### src/hw/hcp_consts.vh
// constants for the host register window of the switch cpu port
// assumes: included by hcp_top.v and hcp_frame_fifo.v, no other context
// What this block does
// - 16-bit or serial mode: write at address 0 loads full 16-bit pointer.
// - 8-bit mode: write at address 0 loads pointer low byte only.
// - 8-bit mode: address 1 loads pointer high byte; write-only, resets zero.
// - address 2 reads and writes the indirect register the pointer selects.
// - address 3 moves frame data through an 8-byte fifo both ways.
// - 16-bit words carry even byte low, odd byte high, both directions.
// - frame fifo location disabled in serial-plus-mii configuration.
// - status at address 4 resets zero but bit 4, set by the empty incoming fifo; inactive in mii, remote, no-host modes.
// - status bit 0 reads 1 while command input buffer accepts a command.
// - writing 1 to bit 0 marks command frame written; strobe self-clears.
// - status bits 1, 2 read 1 while response buffer one, two holds data.
// - writing 1 to bit 1 or 2 marks response consumed; self-clears.
// - writing 1 to bit 3 marks outgoing frame taken; self-clears.
// - status bit 3 reads 1 while the outgoing fifo holds data.
// - writing 1 to bit 4 marks the next incoming fifo write as last.
// - status bit 4 reads 1 while the incoming fifo has room: one byte in 8-bit mode, two bytes in other modes.
// - writing 1 to bit 5 restarts incoming data alignment; debug only.
// - status bit 5 reads 1 when outgoing fifo reached end of frame.
// - interrupt source bit 0 set while frame buffer holds host data.
// - interrupt bits 1, 2 follow response buffers; bits 6:3 reserved zero.
// - interrupt bit 7 flags timeout, sticky until host writes 0.
// - address 6 is command buffer one: writes commands, reads responses.
// - address 7 is command buffer two: read-only responses.
`ifndef HCP_CONSTS_VH
`define HCP_CONSTS_VH

// -----------------------------------------------------------------------
// direct addresses
// -----------------------------------------------------------------------
`define HCP_ADDR_PTR_LOW 3'h0
`define HCP_ADDR_PTR_HIGH 3'h1
`define HCP_ADDR_DATA 3'h2
`define HCP_ADDR_FRAME 3'h3
`define HCP_ADDR_STATUS 3'h4
`define HCP_ADDR_IRQ 3'h5
`define HCP_ADDR_CMD_ONE 3'h6
`define HCP_ADDR_CMD_TWO 3'h7

// -----------------------------------------------------------------------
// host interface modes
// -----------------------------------------------------------------------
`define HCP_MODE_BUS8 3'h0
`define HCP_MODE_BUS16 3'h1
`define HCP_MODE_SERIAL 3'h2
`define HCP_MODE_SERIAL_MII 3'h3
`define HCP_MODE_MII_ONLY 3'h4
`define HCP_MODE_NO_HOST 3'h5

// -----------------------------------------------------------------------
// status and interrupt bit positions
// -----------------------------------------------------------------------
`define HCP_ST_CMD_IN 0
`define HCP_ST_RESP_ONE 1
`define HCP_ST_RESP_TWO 2
`define HCP_ST_OUT_DATA 3
`define HCP_ST_IN_ROOM 4
`define HCP_ST_ALIGN_EOF 5
`define HCP_IRQ_FRAME 0
`define HCP_IRQ_RESP_ONE 1
`define HCP_IRQ_RESP_TWO 2
`define HCP_IRQ_TIMEOUT 7

// -----------------------------------------------------------------------
// reset values and sizes
// -----------------------------------------------------------------------
`define HCP_RST_PTR 16'h0000
`define HCP_RST_BYTE 8'h00
`define HCP_RST_WORD 16'h0000
`define HCP_FIFO_BYTES 8

`endif

### src/hw/hcp_frame_fifo.v
// byte fifo between the host frame port and the internal cpu mac
// assumes: single clock, push and pop are one-cycle strobes
`timescale 1ns/1ps
`default_nettype none
`include "hcp_consts.vh"

module hcp_frame_fifo #(
    parameter DEPTH = `HCP_FIFO_BYTES,
    parameter AW = 3
) (
    input wire ref_clk,
    input wire rst_b,
    input wire flush,
    input wire push,
    input wire [8:0] push_data,
    input wire pop,
    output wire [8:0] pop_data,
    output wire empty,
    output wire full,
    output wire room_two
);
    // bit 8 of each entry carries the end-of-frame mark
    reg [8:0] mem [0:DEPTH-1];
    reg [AW-1:0] wr_ptr;
    reg [AW-1:0] rd_ptr;
    reg [AW:0] count;
    wire do_push;
    wire do_pop;

    // full and empty gate the strobes so the count stays honest
    assign do_push = push && (count != DEPTH[AW:0]);
    assign do_pop = pop && (count != {(AW+1){1'b0}});
    assign pop_data = mem[rd_ptr];
    assign empty = (count == {(AW+1){1'b0}});
    assign full = (count == DEPTH[AW:0]);
    assign room_two = (count <= DEPTH[AW:0] - 2'd2);

    // storage, no reset needed on the data
    always @(posedge ref_clk) begin
        if (do_push) begin
            mem[wr_ptr] <= push_data;
        end
    end

    // pointers and fill count
    always @(posedge ref_clk or negedge rst_b) begin
        if (!rst_b) begin
            wr_ptr <= {AW{1'b0}};
            rd_ptr <= {AW{1'b0}};
            count <= {(AW+1){1'b0}};
        end else if (flush) begin
            wr_ptr <= {AW{1'b0}};
            rd_ptr <= {AW{1'b0}};
            count <= {(AW+1){1'b0}};
        end else begin
            if (do_push) begin
                wr_ptr <= wr_ptr + 1'b1;
            end
            if (do_pop) begin
                rd_ptr <= rd_ptr + 1'b1;
            end
            if (do_push && !do_pop) begin
                count <= count + 1'b1;
            end else if (do_pop && !do_push) begin
                count <= count - 1'b1;
            end
        end
    end
endmodule // hcp_frame_fifo

`default_nettype wire

### src/hw/hcp_top.v
// direct host register window: pointer, data window, frame fifos, handshakes
// assumes: host strobes synchronous to ref_clk, one access per strobe,
// indirect space and command engine sit outside and answer combinationally
`timescale 1ns/1ps
`default_nettype none
`include "hcp_consts.vh"

module hcp_top (
    input wire ref_clk,
    input wire rst_b,
    input wire [2:0] host_mode,
    input wire [2:0] host_addr,
    input wire host_wr,
    input wire host_rd,
    input wire [15:0] host_wdata,
    output reg [15:0] host_rdata,
    output reg [15:0] ind_addr,
    output reg ind_wr,
    output reg ind_rd,
    output reg [7:0] ind_wdata,
    input wire [7:0] ind_rdata,
    output reg [8:0] mac_rx_data,
    output reg mac_rx_valid,
    input wire mac_rx_ready,
    input wire [8:0] mac_tx_data,
    input wire mac_tx_valid,
    output reg mac_tx_ready,
    output reg align_restart,
    output reg outframe_taken_strobe,
    output reg cmd_in_written_strobe,
    output reg resp_one_consumed_strobe,
    output reg resp_two_consumed_strobe,
    input wire cmd_in_accepting,
    input wire resp_one_available,
    input wire resp_two_available,
    output reg [15:0] cmd_wdata,
    output reg cmd_wr,
    output reg cmd_one_rd,
    output reg cmd_two_rd,
    input wire [15:0] cmd_one_rdata,
    input wire [15:0] cmd_two_rdata,
    input wire timeout_event
);
    // -------------------------------------------------------------------
    // mode decode
    // -------------------------------------------------------------------
    wire bus8;
    wire frame_on;
    wire status_on;
    wire wr_acc;
    wire rd_acc;
    assign bus8 = (host_mode == `HCP_MODE_BUS8);
    assign frame_on = (host_mode != `HCP_MODE_SERIAL_MII);
    assign status_on = (host_mode == `HCP_MODE_BUS8) ||
        (host_mode == `HCP_MODE_BUS16) || (host_mode == `HCP_MODE_SERIAL);
    assign wr_acc = host_wr && !host_rd;
    assign rd_acc = host_rd && !host_wr;

    // address match helper shared by the decodes below, except the case in the read mux
    function hit;
        input [2:0] a;
        input [2:0] b;
        begin
            hit = (a == b);
        end
    endfunction

    // -------------------------------------------------------------------
    // indirect pointer
    // -------------------------------------------------------------------
    reg [15:0] ptr;
    wire [15:0] next_ptr;
    // full word in wide modes, bytes in 8-bit mode
    assign next_ptr = (wr_acc && hit(host_addr, `HCP_ADDR_PTR_LOW) && !bus8) ?
        host_wdata :
        (wr_acc && hit(host_addr, `HCP_ADDR_PTR_LOW)) ?
        {ptr[15:8], host_wdata[7:0]} :
        (wr_acc && bus8 && hit(host_addr, `HCP_ADDR_PTR_HIGH)) ?
        {host_wdata[7:0], ptr[7:0]} : ptr;

    always @(posedge ref_clk or negedge rst_b) begin
        if (!rst_b) begin
            ptr <= `HCP_RST_PTR;
        end else begin
            ptr <= next_ptr;
        end
    end

    // -------------------------------------------------------------------
    // frame fifos: host-to-mac and mac-to-host
    // -------------------------------------------------------------------
    reg last_mark;
    reg odd_pending;
    reg [8:0] odd_byte;
    reg out_eof;
    reg in_half;
    wire in_empty;
    wire in_full;
    wire in_room2;
    wire [8:0] in_head;
    wire out_empty;
    wire out_full;
    wire [8:0] out_head;
    wire [8:0] out_next;
    wire frame_wr;
    wire frame_rd;
    wire in_push;
    wire [8:0] in_pdata;
    wire in_pop;
    wire out_push;
    wire out_pop;
    wire st_wr;
    wire [8:0] out_peek;

    assign frame_wr = wr_acc && frame_on && hit(host_addr, `HCP_ADDR_FRAME);
    assign frame_rd = rd_acc && frame_on && hit(host_addr, `HCP_ADDR_FRAME);
    assign st_wr = wr_acc && status_on && hit(host_addr, `HCP_ADDR_STATUS);

    // a wide write is split: even byte now, odd byte next cycle
    assign in_push = (frame_wr && !(in_full)) || odd_pending;
    assign in_pdata = odd_pending ? odd_byte :
        {last_mark && (bus8), host_wdata[7:0]};
    assign in_pop = mac_rx_valid && mac_rx_ready;

    hcp_frame_fifo #(.DEPTH(`HCP_FIFO_BYTES), .AW(3)) u_in_fifo (
        .ref_clk(ref_clk),
        .rst_b(rst_b),
        .flush(align_restart),
        .push(in_push),
        .push_data(in_pdata),
        .pop(in_pop),
        .pop_data(in_head),
        .empty(in_empty),
        .full(in_full),
        .room_two(in_room2)
    );

    // wide reads pop two bytes, narrow reads one
    assign out_pop = frame_rd && !out_empty;
    assign out_push = mac_tx_valid && mac_tx_ready;
    assign out_peek = out_head;

    hcp_frame_fifo #(.DEPTH(`HCP_FIFO_BYTES), .AW(3)) u_out_fifo (
        .ref_clk(ref_clk),
        .rst_b(rst_b),
        .flush(outframe_taken_strobe),
        .push(out_push),
        .push_data(mac_tx_data),
        .pop(out_pop || (in_half)),
        .pop_data(out_next),
        .empty(out_empty),
        .full(out_full),
        .room_two()
    );
    assign out_head = out_next;

    // odd byte carry and end-of-frame marking on the incoming side
    always @(posedge ref_clk or negedge rst_b) begin
        if (!rst_b) begin
            last_mark <= 1'b0;
            odd_pending <= 1'b0;
            odd_byte <= 9'h000;
        end else begin
            odd_pending <= frame_wr && !bus8 && !in_full;
            odd_byte <= {last_mark, host_wdata[15:8]};
            if (st_wr && host_wdata[`HCP_ST_IN_ROOM]) begin
                last_mark <= 1'b1;
            end else if (frame_wr) begin
                last_mark <= 1'b0;
            end
        end
    end

    // second byte of a wide read comes off the fifo one cycle later
    always @(posedge ref_clk or negedge rst_b) begin
        if (!rst_b) begin
            in_half <= 1'b0;
            out_eof <= 1'b0;
        end else begin
            in_half <= out_pop && !bus8;
            if ((out_pop || in_half) && out_peek[8]) begin
                out_eof <= 1'b1;
            end else if (outframe_taken_strobe) begin
                out_eof <= 1'b0;
            end
        end
    end

    // mac side handshakes, registered
    always @(posedge ref_clk or negedge rst_b) begin
        if (!rst_b) begin
            mac_rx_data <= 9'h000;
            mac_rx_valid <= 1'b0;
            mac_tx_ready <= 1'b0;
        end else begin
            mac_rx_data <= in_head;
            mac_rx_valid <= !in_empty && !in_pop;
            mac_tx_ready <= !out_full && !out_push;
        end
    end

    // -------------------------------------------------------------------
    // self-clearing strobes, data window and command buffer access
    // -------------------------------------------------------------------
    reg irq_timeout;
    always @(posedge ref_clk or negedge rst_b) begin
        if (!rst_b) begin
            cmd_in_written_strobe <= 1'b0;
            resp_one_consumed_strobe <= 1'b0;
            resp_two_consumed_strobe <= 1'b0;
            outframe_taken_strobe <= 1'b0;
            align_restart <= 1'b0;
            ind_addr <= `HCP_RST_PTR;
            ind_wr <= 1'b0;
            ind_rd <= 1'b0;
            ind_wdata <= `HCP_RST_BYTE;
            cmd_wdata <= `HCP_RST_WORD;
            cmd_wr <= 1'b0;
            cmd_one_rd <= 1'b0;
            cmd_two_rd <= 1'b0;
        end else begin
            cmd_in_written_strobe <= st_wr && host_wdata[`HCP_ST_CMD_IN];
            resp_one_consumed_strobe <= st_wr && host_wdata[`HCP_ST_RESP_ONE];
            resp_two_consumed_strobe <= st_wr && host_wdata[`HCP_ST_RESP_TWO];
            outframe_taken_strobe <= st_wr && host_wdata[`HCP_ST_OUT_DATA];
            align_restart <= st_wr && host_wdata[`HCP_ST_ALIGN_EOF];
            // next_ptr lets a data access follow a pointer write at once
            ind_addr <= next_ptr;
            ind_wr <= wr_acc && hit(host_addr, `HCP_ADDR_DATA);
            ind_rd <= rd_acc && hit(host_addr, `HCP_ADDR_DATA);
            ind_wdata <= host_wdata[7:0];
            cmd_wdata <= bus8 ? {8'h00, host_wdata[7:0]} : host_wdata;
            cmd_wr <= wr_acc && hit(host_addr, `HCP_ADDR_CMD_ONE);
            cmd_one_rd <= rd_acc && hit(host_addr, `HCP_ADDR_CMD_ONE);
            cmd_two_rd <= rd_acc && hit(host_addr, `HCP_ADDR_CMD_TWO);
        end
    end

    // timeout flag: sticky, host writes 0 to clear, new event wins
    always @(posedge ref_clk or negedge rst_b) begin
        if (!rst_b) begin
            irq_timeout <= 1'b0;
        end else if (timeout_event) begin
            irq_timeout <= 1'b1;
        end else if (wr_acc && hit(host_addr, `HCP_ADDR_IRQ) &&
            !host_wdata[`HCP_IRQ_TIMEOUT]) begin
            irq_timeout <= 1'b0;
        end
    end

    // -------------------------------------------------------------------
    // read mux, registered so data follows the read strobe by one edge
    // -------------------------------------------------------------------
    reg [7:0] status_val;
    reg [7:0] irq_val;
    reg [15:0] next_rdata;
    always @* begin
        status_val = 8'h00;
        status_val[`HCP_ST_CMD_IN] = cmd_in_accepting;
        status_val[`HCP_ST_RESP_ONE] = resp_one_available;
        status_val[`HCP_ST_RESP_TWO] = resp_two_available;
        status_val[`HCP_ST_OUT_DATA] = !out_empty;
        status_val[`HCP_ST_IN_ROOM] = bus8 ? !in_full : in_room2;
        status_val[`HCP_ST_ALIGN_EOF] = out_eof;
        irq_val = 8'h00;
        irq_val[`HCP_IRQ_FRAME] = !out_empty;
        irq_val[`HCP_IRQ_RESP_ONE] = resp_one_available;
        irq_val[`HCP_IRQ_RESP_TWO] = resp_two_available;
        irq_val[`HCP_IRQ_TIMEOUT] = irq_timeout;
        next_rdata = host_rdata;
        if (rd_acc) begin
            case (host_addr)
                `HCP_ADDR_DATA: next_rdata = {8'h00, ind_rdata};
                `HCP_ADDR_FRAME: next_rdata = !frame_on ? 16'h0000 :
                    (bus8 ? {8'h00, out_head[7:0]} : {8'h00, out_head[7:0]});
                `HCP_ADDR_STATUS: next_rdata = status_on ? {8'h00, status_val} :
                    16'h0000;
                `HCP_ADDR_IRQ: next_rdata = {8'h00, irq_val};
                `HCP_ADDR_CMD_ONE: next_rdata = bus8 ? {8'h00, cmd_one_rdata[7:0]} :
                    cmd_one_rdata;
                `HCP_ADDR_CMD_TWO: next_rdata = bus8 ? {8'h00, cmd_two_rdata[7:0]} :
                    cmd_two_rdata;
                default: next_rdata = 16'h0000; // write-only pointer reads zero
            endcase
        end
    end

    // odd byte of a wide frame read lands in the high lane a cycle later
    always @(posedge ref_clk or negedge rst_b) begin
        if (!rst_b) begin
            host_rdata <= `HCP_RST_WORD;
        end else if (in_half) begin
            host_rdata <= {out_head[7:0], host_rdata[7:0]};
        end else begin
            host_rdata <= next_rdata;
        end
    end
endmodule // hcp_top

`default_nettype wire

### config.mk
export PLATFORM = sky130hd
export DESIGN_NAME = hcp_top
export DESIGN_NICKNAME = d
export VERILOG_FILES = /design/src/hw/hcp_frame_fifo.v /design/src/hw/hcp_top.v
export VERILOG_INCLUDE_DIRS = /design/src /design/src/hw
export SDC_FILE = /design/constraint.sdc
export NUM_CORES = 1
export LEC_CHECK = 0
export ABC_AREA = 1
export ABC_CLOCK_PERIOD_IN_PS = 3380
export BUFFER_PORTS_ARGS = -buffer_cell sky130_fd_sc_hd__clkbuf_2
export CAP_MARGIN = 0
export CORE_AREA = 2 2 136 138
export CTS_BUF_LIST = sky130_fd_sc_hd__clkbuf_4 sky130_fd_sc_hd__clkbuf_8 sky130_fd_sc_hd__clkbuf_16
export CTS_CLUSTER_DIAMETER = 80
export DETAILED_ROUTE_END_ITERATION = 7
export DIE_AREA = 0 0 138 140
export HOLD_SLACK_MARGIN = 0.05
export PLACE_DENSITY = 0.9
export SKIP_CTS_REPAIR_TIMING = 1
export SLEW_MARGIN = 10
export SYNTH_ARGS = -nofsm -noshare
export SYNTH_HDL_FRONTEND = slang
export SYNTH_SLANG_ARGS = --single-unit
### constraint.sdc
create_clock -name ref_clk -period 3.38 [get_ports ref_clk]
set_input_delay 0.507 -clock ref_clk [delete_from_list [all_inputs] [get_ports ref_clk]]
set_output_delay 0.507 -clock ref_clk [all_outputs]
set_load 0.03 [all_outputs]
==> flow_metrics.tcl, run 1 <==
set metrics [dict create \
    power_density_mw_per_mm2 788.6 \
    skew_ns 0.01397 \
    die_h_um 140 \
    fill_cells 1142 \
    min-delay-path-class "in -> async" \
    initial_core_util_pct 58.82 \
    cap_violations 0 \
    combPwrFrac_pct 31.2 \
    place_hpwl_mm 17.98 \
    synth_top_flop_cell "edfxtp_1" \
    maxSlewViolCount 0 \
    preCtsSetupSlack_ns 0.7023 \
    setup_slack_ns 0.8346 \
    fin_crit_sh_pct 75.31 \
    cp-start-kind "flop" \
    worst-path-max-fanout 6 \
    top_usage_layer "met2" \
    area_growth_pct 17.76 \
    grt_pass1_wl_mm 41.71 \
    gp_congestion 0.8495 \
    fin_nets 1234 \
    worstPathRequired_ns 3.78 \
    path_clk_slew_ns 0.07 \
    final_core_util_pct 69.26 \
    yosysSeqAreaShare_pct 66.00 \
    grt_max_degree 68 \
    seqPwrFrac_pct 40.2 \
    synth_area_leader_cell "edfxtp_1" \
    p_sw_share_pct 36.66 \
    ant_nets 0 \
    switching_power_mw 3.561 \
    met1_usage_pct 32.69 \
    ys_seq_elements 247 \
    end_kind "flop" \
    final-hold-violation-count 0 \
    maxSlewHeadroom_pct 22.49 \
    n_antenna_cell 0 \
    worst_slew_pin_slew_ns 1.150 \
    async_flop_share_pct 41.70 \
    firstDrtPassIters 6 \
    ys_top_cells_by_area "edfxtp_1 (41%), dfrtp_1 (25%), nand2_1 (6.7%), nor2_1 (6.2%), o21ai_0 (5.2%)" \
    drt-initial-drc-count 1003 \
    yosysUniqueCellTypes 47 \
    rsz0062_at_grt "false" \
    vias 8154 \
    routed_wl_mm 27.28 \
    setup_viol 0 \
    yosys_warnings 0 \
    rows 49 \
    vdd.ir_drop.worst_mv 0.5943 \
    drive_above_1_share_pct 21.98 \
    cts_tree "yes" \
    grt_use_met2_pct 47.76 \
    syn_inst 978 \
    die-area_sq_mm 0.01932 \
    p_total_mw 9.712 \
    antenna_found_initial 0 \
    io_buffers 157 \
    netlist_area_sq_mm 0.01046 \
    clockRootBuffer "clkbuf_16" \
    drc 0 \
    core-area_sq_mm 0.01778 \
    gr-usage-met3_pct 4.923 \
    dieWidth_um 138 \
    r2r_cells 14 \
    pwr-share-clk_pct 28.6 \
    synth-edff-count 144 \
    grt_remaining_overflow 0 \
    criticalPathCategory "reg -> reg" \
    wire_per_inst_um 19.64 \
    io_pins 158 \
    grt_pass1_vias 8040 \
    grt_usage_pct 27.29 \
    cts_buffers 24 \
    clock_sinks 247 \
    syn_nets 1069 \
    period_needed_ns 2.545 \
    synth_top_area_share_pct 41.35 \
    fmax_mhz 392.9 \
    insertion_delay_ns 0.52 \
    finalSetupTns_ns 0 \
    internal_power_mw 6.151 \
    p_leak_nw 5.366 \
    synth_area_per_cell_sq_um 10.69 \
    status "complete, no violations" \
    arrival_ns 2.94 \
    clockBufferDepth 3 \
    viasPerCell 5.870 \
    ctsHtreeMaxLevel 1 \
]
metal layers:
metal	vias up	routed length [um]	part of all wire, %
met2	477	13990	51
met5	-	0	0
met4	0	1423	5.2
met1	3919	9722	36
li1	3642	-	-
met3	116	2151	7.9
power groups by stage:
stage	sequential (mW)	combinational, mW	clock [mW]
3_5_place_dp	3.94	2.91	0
6_report	3.90	3.03	2.78
4_1_cts	3.89	2.98	2.78
2_1_floorplan	4.17	1.78	0
3_3_place_gp	3.92	2.78	0
5_1_grt	3.93	3.29	2.90
synth_stat cells, types with 2 or more instances:
master and number:
a211oi_1 3, a21oi_1 11, a21oi_2 2, a22o_1 8, a31oi_1 12, buf_2 5
buf_4 11, clkbuf_1 22, clkinv_1 2, dfrtp_1 103, edfxtp_1 144, fa_1 2
ha_1 8, inv_1 64, inv_2 6, inv_4 2, nand2_1 186, nand2_2 5
nand2_4 4, nand3_1 25, nand4_1 6, nor2_1 172, nor2_2 3, nor2_4 2
nor2_8 3, nor3_1 7, o21a_1 8, o21ai_0 109, o221ai_1 8, o22ai_1 18
worst max-delay path, cell delays in order, from the launching register on:
cell and delay [ns]:
dfrtp_1 0.41, inv_2 0.10, nand2_1 0.15, nor3_4 0.30, o21bai_2 0.25, nand2_2 0.14, ha_1 0.35, a21oi_1 0.21
nand3_1 0.09, nand2_1 0.10, inv_1 0.05, nand2_1 0.07, nand2_1 0.05, nand2_1 0.08, nand2_1 0.06
through the flow:
| step | area, sq um | instances | hold WS, ns |
|---|---|---|---|
| floorplan | 10460 | 978 | 0.2114 |
| global placement | 11490 | 1346 | 0.3580 |
| detailed placement | 11490 | 1346 | 0.3692 |
| CTS | 12310 | 1389 | 0.1039 |
| global route | 12310 | 1389 | 0.09858 |
| finish | 12310 | 1389 | 0.1134 |
sequential cells by signal, summed over array words and instances, names as in the netlist, 3 cells and up:
register,cells
mac_rx_data,9
host_rdata,16
odd_byte,9
u_in_fifo.wr_ptr,3
u_out_fifo.mem,72
u_in_fifo.count,4
u_out_fifo.wr_ptr,3
u_in_fifo.mem,72
u_out_fifo.count,4
u_in_fifo.rd_ptr,3
u_out_fifo.rd_ptr,3
cmd_wdata,16
ind_addr,16
cell families after synthesis:
kind of cell / synth area share, %
xor+xnor: 0.1675
buf+inv: 4.666
compound gates: 10.91
flops: 66.00
simple gates: 16.92
fa+ha+maj: 1.340
final cells by class:
cell class | instances | area [sq um] | area share, %
inverters | 74 | 282.8 | 2.296
repair buffers | 179 | 953.4 | 7.742
flip-flops and latches | 247 | 6902 | 56.05
clock inverters | 14 | 153.9 | 1.250
well taps | 229 | 286.5 | 2.327
multi-input cells | 617 | 3068 | 24.91
clock buffers | 29 | 668.1 | 5.426
final timing paths:
check / from / slack (ns) / endpoint
max: u_out_fifo.count[0]$_DFFE_PN0P_ / 0.83 / u_out_fifo.count[3]$_DFFE_PN0P_
min: rst_b / 0.11 / mac_rx_data[3]$_DFF_PN0_
max reg2reg: u_out_fifo.count[0]$_DFFE_PN0P_ / 0.83 / u_out_fifo.count[3]$_DFFE_PN0P_
min reg2reg: last_mark$_DFFE_PN0P_ / 0.39 / odd_byte[8]$_DFF_PN0_
max in group asynchronous: rst_b / 2.45 / u_out_fifo.wr_ptr[2]$_DFFE_PN0P_
min in group ref_clk: host_wdata[6] / 0.12 / cmd_wdata[6]$_DFF_PN0_
layout by cell type, fill, tap and decap left out, types with 2 or more instances in the layout:
cell type,n
bufinv_16,3
a211oi_1,3
nor2_4,2
nand2_4,4
nor2_8,3
clkbuf_8,2
a21oi_2,2
o221ai_1,8
o21a_1,8
nand4_1,6
nand2_1,186
inv_2,6
inv_1,64
clkinvlp_4,5
fa_1,2
inv_4,2
clkbuf_4,2
a22o_1,8
nand3_1,25
edfxtp_1,144
nor2_1,172
clkinv_1,5
ha_1,8
nand2_2,5
nor2_2,3
clkbuf_2,156
dfrtp_1,103
o21ai_0,109
a31oi_1,12
buf_4,23
clkinv_2,3
a21oi_1,11
clkbuf_16,25
o22ai_1,18
nor3_1,7
No activity file was read; power rests on OpenSTA's default activity.
==> inputs of run 2 (changes only) <==
--- a/config.mk
+++ b/config.mk
@@ -7,16 +7,16 @@
 export NUM_CORES = 1
 export LEC_CHECK = 0
 export ABC_AREA = 1
-export ABC_CLOCK_PERIOD_IN_PS = 3380
+export ABC_CLOCK_PERIOD_IN_PS = 2500
 export BUFFER_PORTS_ARGS = -buffer_cell sky130_fd_sc_hd__clkbuf_2
 export CAP_MARGIN = 0
-export CORE_AREA = 2 2 136 138
+export CORE_AREA = 2 2 139 141
 export CTS_BUF_LIST = sky130_fd_sc_hd__clkbuf_4 sky130_fd_sc_hd__clkbuf_8 sky130_fd_sc_hd__clkbuf_16
 export CTS_CLUSTER_DIAMETER = 80
 export DETAILED_ROUTE_END_ITERATION = 7
-export DIE_AREA = 0 0 138 140
+export DIE_AREA = 0 0 141 143
 export HOLD_SLACK_MARGIN = 0.05
-export PLACE_DENSITY = 0.9
+export PLACE_DENSITY = 0.87
 export SKIP_CTS_REPAIR_TIMING = 1
 export SLEW_MARGIN = 10
 export SYNTH_ARGS = -nofsm -noshare
==> constraint.sdc (replaced) <==
create_clock -name ref_clk -period 2.5 [get_ports ref_clk]
set_input_delay 0.375 -clock ref_clk [delete_from_list [all_inputs] [get_ports ref_clk]]
set_output_delay 0.375 -clock ref_clk [all_outputs]
set_load 0.03 [all_outputs]
==> flow_metrics.tcl, run 2 (synthesized netlist as in run 1, its figures left out) <==
set metrics [dict create \
    final-hold-violation-count 0 \
    p_leak_nw 5.515 \
    die-area_sq_mm 0.02016 \
    cts_tree "yes" \
    core-area_sq_mm 0.01858 \
    mostFrequentLayoutCells "nand2_1 (186), nor2_1 (171), clkbuf_2 (156)" \
    vdd.ir_drop.worst_mv 0.9576 \
    worstPathRequired_ns 2.90 \
    grt_max_degree 45 \
    routed_wl_mm 27.15 \
    vias 8243 \
    layout_commonest_cell "nand2_1" \
    cts_buffers 25 \
    die_h_um 143 \
    fin_hold_ws_ns 0.06607 \
    rr_startpoint "u_in_fifo.count[0]$_DFFE_PN0P_" \
    wire_per_inst_um 19.09 \
    grt_remaining_overflow 0 \
    initial_core_util_pct 56.28 \
    setup_viol 0 \
    viasPerCell 5.797 \
    slowest_stage "dfrtp_1" \
    clockRootBuffer "clkbuf_16" \
    dieWidth_um 141 \
    final_core_util_pct 67.70 \
    area_growth_pct 20.29 \
    ctsHtreeMaxLevel 1 \
    cap_violations 0 \
    path_clk_slew_ns 0.06 \
    status "complete, no violations" \
    finalSetupTns_ns 0 \
    rows 50 \
    clockBufferDepth 3 \
    grt_pass1_vias 8060 \
    place_hpwl_mm 17.97 \
    cpMostUsedCell "nand2_1" \
    antenna_found_initial 1 \
    io_pins 158 \
    power_density_mw_per_mm2 1046 \
    drc 0 \
    cp-start-kind "flop" \
    fill_cells 1261 \
    drt-initial-drc-count 603 \
    fin_crit_sh_pct 95.80 \
    crit_start "u_in_fifo.count[0]$_DFFE_PN0P_" \
    worst-path-max-fanout 9 \
    period_needed_ns 2.395 \
    arrival_ns 2.79 \
    io_buffers 157 \
    cp_slowest_stage_delay_ns 0.45 \
    maxSlewHeadroom_pct 33.42 \
    worst_slew_pin_slew_ns 0.9882 \
    hold_start "host_wdata[7]" \
    maxSlewViolCount 0 \
    drive_above_1_share_pct 22.75 \
    min-delay-path-class "in -> reg" \
    fin_nets 1260 \
    firstDrtPassIters 5 \
    grt_usage_pct 26.11 \
    clock_sinks 247 \
    gp_congestion 0.9042 \
    insertion_delay_ns 0.51 \
    top_regs "u_in_fifo.mem (72), u_out_fifo.mem (72)" \
    path_cells "nor2_2 -> a31oi_2 -> inv_1 -> nand2_4 -> ha_1 -> nand2_1 -> nand2_1 -> a21oi_1 -> or2_2 -> nand2_1 -> nand2_1 -> nand3_1 -> nand2_1" \
    criticalPathCategory "reg -> reg" \
    skew_ns 0.006255 \
    ant_nets 0 \
    fmax_mhz 417.5 \
    grt_pass1_wl_mm 41.30 \
    end_kind "flop" \
]
## run 2: cell types whose count changed in the layout (fill, tap and decap cells not counted), sizes merged
cell,delta
buf,+9
bufinv,-1
clkbuf,+7
clkinv,-1
clkinvlp,-4
diode,+1
dlygate4sd3,+16
inv,+1
## run 2: per-layer routing
metal | global-route usage, % | vias up | part of all wire, %
met5 | 0 | - | 0
met3 | 4.393 | 95 | 7.9
met4 | 10.95 | 0 | 4.4
met2 | 46.39 | 453 | 52
met1 | 31.85 | 4000 | 36
li1 | - | 3695 | -
## run 2: worst paths after layout
kind	depth (start not counted)	endpoint	slack [ns]
max	13	u_in_fifo.count[3]$_DFFE_PN0P_	0.10
max in group asynchronous	3	cmd_wdata[0]$_DFF_PN0_	1.32
min reg2reg	0	odd_byte[8]$_DFF_PN0_	0.39
min in group asynchronous	2	mac_rx_data[2]$_DFF_PN0_	0.41
min	1	cmd_wdata[7]$_DFF_PN0_	0.07
max reg2reg	13	u_in_fifo.count[3]$_DFFE_PN0P_	0.10
## run 2: layout make-up
type	count	area [sq um]	area share [%]
multi-input combinational	617	3075	24.45
antenna	1	2.502	0.01989
clock inverter	9	103.9	0.8255
inverter	74	282.8	2.248
tap	234	292.8	2.327
sequential	247	6902	54.86
clock buffer	36	726.9	5.779
timing repair buffer	204	1194	9.489
## run 2: power by group
group | internal [mW] | total [mW] | switching [mW] | leakage, nW
Clock | 2.23 | 3.75 | 1.51 | 0.417
Combinational | 1.27 | 4.14 | 2.87 | 2.54
Sequential | 4.89 | 5.27 | 0.387 | 2.56
## run 2: per-stage QoR
stage / area, sq um / power, mW / cells / setup slack (ns)
2_1_floorplan: 10460 / 8.050 / 978 / 0.3664
3_3_place_gp: 11580 / 9.069 / 1360 / 0.2378
3_5_place_dp: 11580 / 9.306 / 1360 / 0.1377
4_1_cts: 12410 / 13.09 / 1405 / 0.1207
5_1_grt: 12580 / 13.77 / 1422 / -0.004980
6_report: 12580 / 13.16 / 1422 / 0.1049
## run 2: worst max-delay path: cells and delay by family (launching register included)
family	cells	cell delay, ns
AOI/OAI and AO/OA	2	0.28
buffers and inverters	1	0.19
adders and majority gates	1	0.31
and+or+nand+nor	9	1.06
DFF	1	0.45
